`src/pkg/vbi_flags_pkg.sv`:
```
/*
 holds the constants and types shared by the valid/field flag block.
 assumes one 25 MHz clock and a synchronous active-high reset.
*/
// Behaviour
// in header time mode serial bytes 5 to 8 carry header row bytes 42 to 45, each bit-reversed.
// the active-low data-valid output goes low in the line where valid data for the mode arrives.
// data-valid returns high at the start of line 16 in video-programme mode, or at the next field otherwise.
// data-valid is forced high when a serial read ends with a withheld acknowledge before stop.
// the first-field output rises at the beginning of the first field of each frame.
// the first-field output falls at the beginning of the second field and stays low through it.
// while test mode is high both outputs copy the address-select input.
// a serial read hands out the stored bytes from byte 1 onward, each acknowledge advancing one byte until byte 8, where the index holds.
package vbi_flags_pkg;

	typedef enum logic [1:0] {
		MODE_VPS,
		MODE_PDC_F2,
		MODE_PDC_F1,
		MODE_HDR_TIME
	} mode_t;

	localparam int          CLK_HZ        = 25000000;
	localparam int          NUM_BYTES     = 8;
	localparam logic [9:0]  VPS_LINE      = 10'h010;
	localparam logic [5:0]  HDR_FIRST_COL = 6'h26;
	localparam logic [5:0]  HDR_LAST_COL  = 6'h2D;
	localparam logic [2:0]  IDX_LAST      = 3'h7;
	localparam logic [2:0]  IDX_RST       = 3'h0;
	localparam logic        DV_N_RST      = 1'b1;
	localparam logic        FF_RST        = 1'b0;
	localparam logic [7:0]  BYTE_RST      = 8'h00;

endpackage

```
`src/core/pin_sync3.sv`:
```
/*
 holds a three-stage pin synchroniser with agreement filter.
 assumes the pin is asynchronous to i_clk; output changes when stages two and three agree.
*/
`timescale 1ns/1ns
module pin_sync3 (
	input  wire logic i_clk,
	input  wire logic i_sys_rst,
	input  wire logic i_ce,
	input  wire logic i_pin,
	output logic      o_level
);
	typedef struct packed {
		logic s1;
		logic s2;
		logic s3;
		logic lvl;
	} sync_t;

	sync_t s_r;
	sync_t s_nxt;

	always_comb begin
		s_nxt    = s_r;
		s_nxt.s1 = i_pin;
		// first stage feeds only the second
		s_nxt.s2 = s_r.s1;
		s_nxt.s3 = s_r.s2;
		if (s_r.s2 == s_r.s3) begin
			s_nxt.lvl = s_r.s3;
		end
	end

	always_ff @(posedge i_clk) begin
		if (i_sys_rst) begin
			s_r <= '0;
		end else if (i_ce) begin
			s_r <= s_nxt;
		end
	end

	assign o_level = s_r.lvl;
endmodule

```
`src/core/vbi_flags.sv`:
```
/*
 holds the data-valid and first-field flag logic and the header time read-out store.
 assumes video timing strobes and serial-engine strobes come from logic on i_clk;
 the test-mode and address-select pins are asynchronous.
*/
`timescale 1ns/1ns
module vbi_flags (
	input  wire logic                 i_clk,
	input  wire logic                 i_sys_rst,
	input  wire logic                 i_ce,
	input  wire vbi_flags_pkg::mode_t i_mode,
	input  wire logic                 i_line_start,
	input  wire logic [9:0]           i_line_num,
	input  wire logic                 i_field_start,
	input  wire logic                 i_first_field,
	input  wire logic                 i_data_ok,
	input  wire logic                 i_hdr_wr,
	input  wire logic [5:0]           i_hdr_col,
	input  wire logic [7:0]           i_hdr_data,
	input  wire logic                 i_rd_start,
	input  wire logic                 i_rd_ack,
	input  wire logic                 i_rd_nack_stop,
	input  wire logic                 i_test_mode_input,
	input  wire logic                 i_address_select_input,
	output logic                      o_data_valid_n,
	output logic                      o_first_field_flag,
	output logic [7:0]                o_rd_byte
);
	typedef struct packed {
		logic [7:0][7:0] store;
		logic [2:0]      idx;
		logic [7:0]      rd_byte;
		logic            dv_norm;
		logic            ff_norm;
		logic            dv_n;
		logic            ff;
	} state_t;

	state_t s_r;
	state_t s_nxt;
	logic   tm;
	logic   sel;

	// received bit 0 goes out first, i.e. in serial bit 7
	function automatic logic [7:0] bit_rev(input logic [7:0] b);
		logic [7:0] r;
		r = 8'h00;
		for (int i = 0; i < 8; i++) begin
			r[i] = b[7 - i];
		end
		return r;
	endfunction

	function automatic logic is_hdr_col(input logic [5:0] c);
		return (c >= vbi_flags_pkg::HDR_FIRST_COL) && (c <= vbi_flags_pkg::HDR_LAST_COL);
	endfunction

	pin_sync3 u_sync_tm (
		.i_clk     (i_clk),
		.i_sys_rst (i_sys_rst),
		.i_ce      (i_ce),
		.i_pin     (i_test_mode_input),
		.o_level   (tm)
	);

	pin_sync3 u_sync_sel (
		.i_clk     (i_clk),
		.i_sys_rst (i_sys_rst),
		.i_ce      (i_ce),
		.i_pin     (i_address_select_input),
		.o_level   (sel)
	);

	logic vps16;
	logic pdc_field;
	logic [2:0] col_idx;
	assign vps16     = (i_mode == vbi_flags_pkg::MODE_VPS) && i_line_start
		&& (i_line_num == vbi_flags_pkg::VPS_LINE);
	assign pdc_field = (i_mode != vbi_flags_pkg::MODE_VPS) && i_field_start;
	assign col_idx   = 3'(i_hdr_col - vbi_flags_pkg::HDR_FIRST_COL);

	always_comb begin
		s_nxt = s_r;
		if (i_hdr_wr && (i_mode == vbi_flags_pkg::MODE_HDR_TIME) && is_hdr_col(i_hdr_col)) begin
			s_nxt.store[col_idx] = i_hdr_data;
		end
		if (i_rd_start) begin
			s_nxt.idx = vbi_flags_pkg::IDX_RST;
		end else if (i_rd_ack && (s_r.idx != vbi_flags_pkg::IDX_LAST)) begin
			s_nxt.idx = s_r.idx + 3'h1;
		end
		// byte shown is taken from the already-updated store and index
		s_nxt.rd_byte = bit_rev(s_nxt.store[s_nxt.idx]);
		// a stop-ending read wins over a fresh data arrival in the same cycle
		if (i_rd_nack_stop) begin
			s_nxt.dv_norm = 1'b1;
		end else if (vps16 || pdc_field) begin
			s_nxt.dv_norm = 1'b1;
		end else if (i_data_ok) begin
			s_nxt.dv_norm = 1'b0;
		end
		if (i_field_start) begin
			s_nxt.ff_norm = i_first_field;
		end
		// normal state keeps running under test mode, so leaving test is seamless
		if (tm) begin
			s_nxt.dv_n = sel;
			s_nxt.ff   = sel;
		end else begin
			s_nxt.dv_n = s_nxt.dv_norm;
			s_nxt.ff   = s_nxt.ff_norm;
		end
	end

	always_ff @(posedge i_clk) begin
		if (i_sys_rst) begin
			s_r         <= '0;
			s_r.idx     <= vbi_flags_pkg::IDX_RST;
			s_r.rd_byte <= vbi_flags_pkg::BYTE_RST;
			s_r.dv_norm <= vbi_flags_pkg::DV_N_RST;
			s_r.ff_norm <= vbi_flags_pkg::FF_RST;
			s_r.dv_n    <= vbi_flags_pkg::DV_N_RST;
			s_r.ff      <= vbi_flags_pkg::FF_RST;
		end else if (i_ce) begin
			s_r <= s_nxt;
		end
	end

	assign o_data_valid_n     = s_r.dv_n;
	assign o_first_field_flag = s_r.ff;
	assign o_rd_byte          = s_r.rd_byte;
endmodule

```
`config.mk`:
```
export PLATFORM = sky130hd
export DESIGN_NAME = vbi_flags
export DESIGN_NICKNAME = d
export VERILOG_FILES = /design/src/pkg/vbi_flags_pkg.sv /design/src/core/pin_sync3.sv /design/src/core/vbi_flags.sv
export SDC_FILE = /design/constraint.sdc
export NUM_CORES = 1
export LEC_CHECK = 0
export ABC_CLOCK_PERIOD_IN_PS = 2500
export BUFFER_PORTS_ARGS = -buffer_cell sky130_fd_sc_hd__buf_2
export CORE_MARGIN = 2
export CORE_UTILIZATION = 40
export DETAILED_ROUTE_END_ITERATION = 6
export PLACE_DENSITY_LB_ADDON = 0.25
export SETUP_SLACK_MARGIN = 0.05
export SYNTH_ARGS = -nofsm -noshare
export SYNTH_HDL_FRONTEND = slang
export SYNTH_HIERARCHICAL = 1
export SYNTH_SLANG_ARGS = --single-unit
```
`constraint.sdc`:
```
create_clock -name i_clk -period 2.5 [get_ports i_clk]
set_input_delay 0.25 -clock i_clk [delete_from_list [all_inputs] [get_ports i_clk]]
set_output_delay 0.25 -clock i_clk [all_outputs]
set_load 0.05 [all_outputs]
```
== Yosys cells after proc, flatten, opt, wreduce, memory -nomap -nowiden ==
Cells that the tools add are included.

* Register bits after elaboration: 87
* Input bits: 39

* Add/subtract/negate cells: 2
* Order comparisons: 5
* Equal/unequal tests: 5
* Muxes and demuxes: 13
* Reduce and logical (&&, ||, !) cells: 13

{| class="wikitable"
|+ Operators with widths
! cell !! number
|-
| bitwise mux 64 bit || 1
|-
| two-way mux 64 bit || 1
|-
| binary-select mux 8 bit (select 3 bit) || 1
|-
| demux 8 bit (select 3 bit) || 1
|-
| two-way mux 8 bit || 2
|-
| equality test 10 x 5 -> 1 bit (second input constant) || 1
|-
| logical AND 1 bit || 8
|-
| less-than comparator 3 x 4 -> 1 bit (second input constant) || 2
|-
| greater-or-equal comparator 6 bit (second input constant) || 1
|-
| <= comparator 6 bit (second input constant) || 1
|-
| two-way mux 3 bit || 2
|-
| two-way mux 1 bit || 4
|-
| AND reduction 2 bit || 2
|-
| adder 3 x 1 -> 3 bit (second input constant) || 1
|-
| greater-or-equal comparator 3 x 1 -> 1 bit (second input constant) || 1
|-
| inequality test 3 bit (second input constant) || 1
|-
| subtractor 3 bit (second input constant) || 1
|-
| equality test 1 bit || 2
|-
| equality test 2 bit (second input constant) || 1
|-
| logical NOT 2 bit || 1
|-
| two-way mux 2 bit || 1
|-
| nonzero test 2 bit || 1
|-
| logical OR 1 bit || 1
|}

== Logic depth before layout (Yosys ltp) ==
* Word-level depth: 9
* Mapped depth: 10
* Gate-level depth less buffers: 8

== By module ==
The synthesis kept the hierarchy.

{| class="wikitable"
|+ By module, submodules not included
! module !! instances !! cells each !! area each (µm²) !! sequential area each (µm²)
|-
| vbi_flags || 1 || 531 || 4,351.7 || 1,581.5
|-
| pin_sync3 || 2 || 16 || 171.4 || 80.1
|}

== Worst setup path after synthesis ==
No wires, ideal clock.

* Kind: register to register
* Start point: register s_r[12] (netlist name)
* End point: register s_r, in the netlist o_rd_byte[0]
* Setup time: 0.128 ns
* Data arrival time: 2.074 ns
* Required time: 2.372 ns
* Setup slack: 0.298 ns
* Cell stages (with the launch flop): 9
* Path buffers: 0
* Period minus slack after synthesis: 2.202 ns
* Path through: dfxtp_1 ha_1 ha_1 and2b_1 mux2_2 xnor2_2 or2_2 o211ai_1 a211oi_1

* Cells in the longest elaborated chain, start to end: 6

{| class="wikitable"
|+ Ends and longest elaborated chain
! item !! RTL line !! source
|-
| start, declared || vbi_flags.sv:39 || <nowiki>state_t s_r;</nowiki>
|-
| start signal, assigned || vbi_flags.sv:125 || <nowiki>s_r <= s_nxt;</nowiki>
|-
| branches (longest 2 deep; another with adder 3 x 1 -> 3 bit) || n/a ||
|-
| two-way mux 3 bit (*) || vbi_flags.sv:89 || <nowiki>end else if (i_rd_ack && (s_r.idx != vbi_flags_pkg::IDX_LAST)) begin</nowiki>
|-
| two-way mux 3 bit (*) || vbi_flags.sv:87 || <nowiki>if (i_rd_start) begin</nowiki>
|-
| binary-select mux 8 bit (select 3 bit) (*) || vbi_flags.sv:93 || <nowiki>s_nxt.rd_byte = bit_rev(s_nxt.store[s_nxt.idx]);</nowiki>
|-
| two-way mux 8 bit (implied by the code) (*) || vbi_flags.sv:93 ||
|}

Every way passes the cells marked *. The select of a mux whose other input is x is not followed.
A chain may end at the register's enable or synchronous reset.

== Final worst setup path ==
* Start point: register s_r[13] (netlist name)
* End point: register s_r, in the netlist o_rd_byte[1]

Same word-level chain as after synthesis.

==> results.sh <==
export IMPL_synth_main_ff_cell="dfxtp_1"
export IMPL_ant_nets=0
export IMPL_grt_pass1_wl_um=22000
export IMPL_grt_usage=0.224
export IMPL_fmax_mhz=428
export IMPL_routed_wl_um=14000
export IMPL_synth_area_leaders="dfxtp_1 (37%), mux2i_1 (14%), nand2_1 (7.4%)"
export IMPL_portBuffers=48
export IMPL_path_max_fanout=10
export IMPL_critPathRequiredTime_ns=2.76
export IMPL_overflow=0
export IMPL_cts_sinks=87
export IMPL_critPathMaxStageDelay_ns=0.39
export IMPL_yosysTopAreaCellShare=0.371
export IMPL_path_cells="ha_1 > ha_1 > nand3b_1 > a2bb2oi_1 > or2_2 > o221ai_2 > a21oi_1 > nor4_1"
export IMPL_fin_tns_setup_ns=0
export IMPL_maxCapViolCount=0
export IMPL_routabilityCongestion=0.908
export IMPL_post_cts_buffers=0
export IMPL_drcViolationCount=0
export IMPL_via_per_inst=5.73
export IMPL_finalHoldViolations=0
export IMPL_diodes=0
export IMPL_cts_tree="done"
export IMPL_finalCritPeriodShare=0.935
export IMPL_start_util=0.411
export IMPL_first_global_vias=4004
export IMPL_hpwl_um=10100
export IMPL_fin_cells=742
export IMPL_first_iter_violations=360
export IMPL_cts_hold_buf=0
export IMPL_cts_resized=0
export IMPL_endpoint_kind="flop"
export IMPL_rsz0062_at_grt="false"
export IMPL_final_util=0.474
export IMPL_dpl_cell_count=726
export IMPL_cts_buffers=9
export IMPL_drive_gt1_frac=0.185
export IMPL_cts_htree_levels=3
export IMPL_crit_type="flop to flop"
export IMPL_async_flop_share=0
export IMPL_power_leakage_nw=2.11
export IMPL_grt_max_degree=56
export IMPL_placementRows=39
export IMPL_synthTopCellsByCount="nand2_1 (92), dfxtp_1 (87), mux2i_1 (68)"
export IMPL_slew_headroom=0.405
export IMPL_cts_max_path_buffers=2
export IMPL_coreArea_mm2=0.0114
export IMPL_synth_top_cell_by_area="dfxtp_1"
export IMPL_die_x_um=112
export IMPL_crit_family="simple AND/OR/NAND/NOR gates"
export IMPL_hold_path_class="input port to flop"
export IMPL_slowest_stage="or2_2"
export IMPL_period_minus_slack_ns=2.34
export IMPL_antenna_found_initial=0
export IMPL_avgSynthCellArea_um2=8.34
export IMPL_synth_distinct_cells=56
export IMPL_nets=635
export IMPL_yosysMostFrequentCell="nand2_1"
export IMPL_synth_nets=604
export IMPL_syn_inst=563
export IMPL_area_growth_synth_to_final_pct=15.4
export IMPL_setup_viol=0
export IMPL_clkTransAtPathRegs_ns=0.06
export IMPL_route_vias_total=4253
export IMPL_die_area_mm2=0.0126
export IMPL_worstPathArrival_ns=2.59
export IMPL_pin_count=49
export IMPL_nFillCells=1119
export IMPL_ys_ff_latch=87
export IMPL_insertion_delay_ns=0.35
export IMPL_status="complete, no violations"
export IMPL_wl_per_cell_um=18.8
export IMPL_cts_root_buffer="clkbuf_16"
export IMPL_worstMarginPinSlew_ns=0.881
export IMPL_critPathMostFrequentCell="ha_1"
export IMPL_synth_area_mm2=0.00469
export IMPL_ys_warn_count=6
export IMPL_cp_num_buf_inv=0
export IMPL_ys_seq_area_frac=0.371
export IMPL_first_pass_iters=5
export IMPL_synth_edf_count=0
export IMPL_fin_worst_skew_ns=0.00885
export IMPL_die_y_um=112
export IMPL_ir_worst_vdd_v=0.000596
export IMPL_p_total_mw=3.26
export IMPL_startpoint_type="flop"
export IMPL_drv_slew=0
export IMPL_power_density_mw_per_mm2=602
logic make-up (layout without fill, tap and decap cells):
family | Yosys count | after routing | synth area share
AO/OA/AOI/OAI | 128 | 128 | 0.171
XOR/XNOR | 1 | 1 | 0.00347
AND/OR/NAND/NOR | 209 | 209 | 0.220
flip-flops | 87 | 87 | 0.371
buffers and inverters | 55 | 91 | 0.0525
multiplexers | 81 | 81 | 0.176
adder cells (fa/ha/maj) | 2 | 2 | 0.00533
final timing paths:
check,slack (ns),end,depth (start not counted),from
worst min register to register,0.45,s_r[33],2,s_r[33]
worst min-delay path,0.14,u_sync_sel/s_nxt[2],3,i_address_select_input
worst max-delay path,0.16,o_rd_byte[1],8,s_r[13]
worst max register to register,0.16,o_rd_byte[1],8,s_r[13]
routing by layer:
layer  vias up  track usage  share of wire
li1       2065            -              -
met1      2017        0.299           0.46
met2       143        0.353           0.45
met3        28       0.0572          0.059
met4         0       0.0805          0.028
met5         -            0              0
worst min-delay path, cell delays in order:
cell,delay [ns]
buf_2,0.07
mux2i_1,0.05
nor2_1,0.07
flip-flops by register name (all words and copies together) (netlist names):
name and flops:
u_sync_tm/s_nxt 2, o_rd_byte 8, u_sync_sel/s_nxt 2, o_data_valid_n 1
u_sync_tm/o_level 1, u_sync_sel/s_r 1, o_first_field_flag 1, s_r 69
u_sync_tm/s_r 1, u_sync_sel/o_level 1
through the flow:
stage | instance area (µm²) | hold WS (ns) | worst slack (ns)
after floorplan | 4690 | 0.322 | 0.298
after detailed placement | 5040 | 0.445 | 0.147
final | 5420 | 0.136 | 0.163
after CTS | 5380 | 0.134 | 0.134
after global routing | 5420 | 0.178 | 0.0580
after global placement | 5040 | 0.438 | 0.232
cell usage in the layout, fill, tap and decap left out, types with 2 or more instances in the layout:
cell type  count
o21ai_1        2
nor4_1         3
nand2b_1       5
buf_2         48
clkinv_2       2
mux2_2        10
o32ai_2        2
nand4bb_1      2
nand2_1       91
a21o_1         5
nor4bb_1       2
o22ai_1        5
clkbuf_16      9
nand3_1       22
o21ai_0       19
a21oi_1       60
a211o_1        2
nor2b_1        2
mux2i_1       68
nor3_2         2
inv_1         11
o31ai_1        2
a211oi_1      10
mux2_1         2
nor3_1        10
o311ai_0       4
buf_4         13
and4b_1        2
ha_1           2
or3_1          2
a221oi_1       6
o221ai_2       2
bufinv_16      3
o211ai_1       4
nor2_1        42
nand4_1        7
nor2b_4        2
or2_2          2
nor3_4         2
dfxtp_1       87
layout make-up:
| cell class | count | area, µm² | share of cell area |
|---|---|---|---|
| inverter | 12 | 45.0 | 0.00832 |
| multi-input combinational | 421 | 2730 | 0.504 |
| sequential | 87 | 1740 | 0.322 |
| clock buffer | 10 | 239 | 0.0441 |
| tap | 143 | 179 | 0.0330 |
| timing repair buffer | 63 | 373 | 0.0688 |
| clock inverter | 6 | 108 | 0.0199 |
power breakdown:
part	internal (mW)	leakage, nW	total, mW	switching, mW
Sequential	1.40	0.703	1.41	0.00903
Clock	1.00	0.168	1.56	0.559
Combinational	0.0892	1.24	0.290	0.201
Total	2.49	2.11	3.26	0.769
Power figures use the tool's default switching activity.
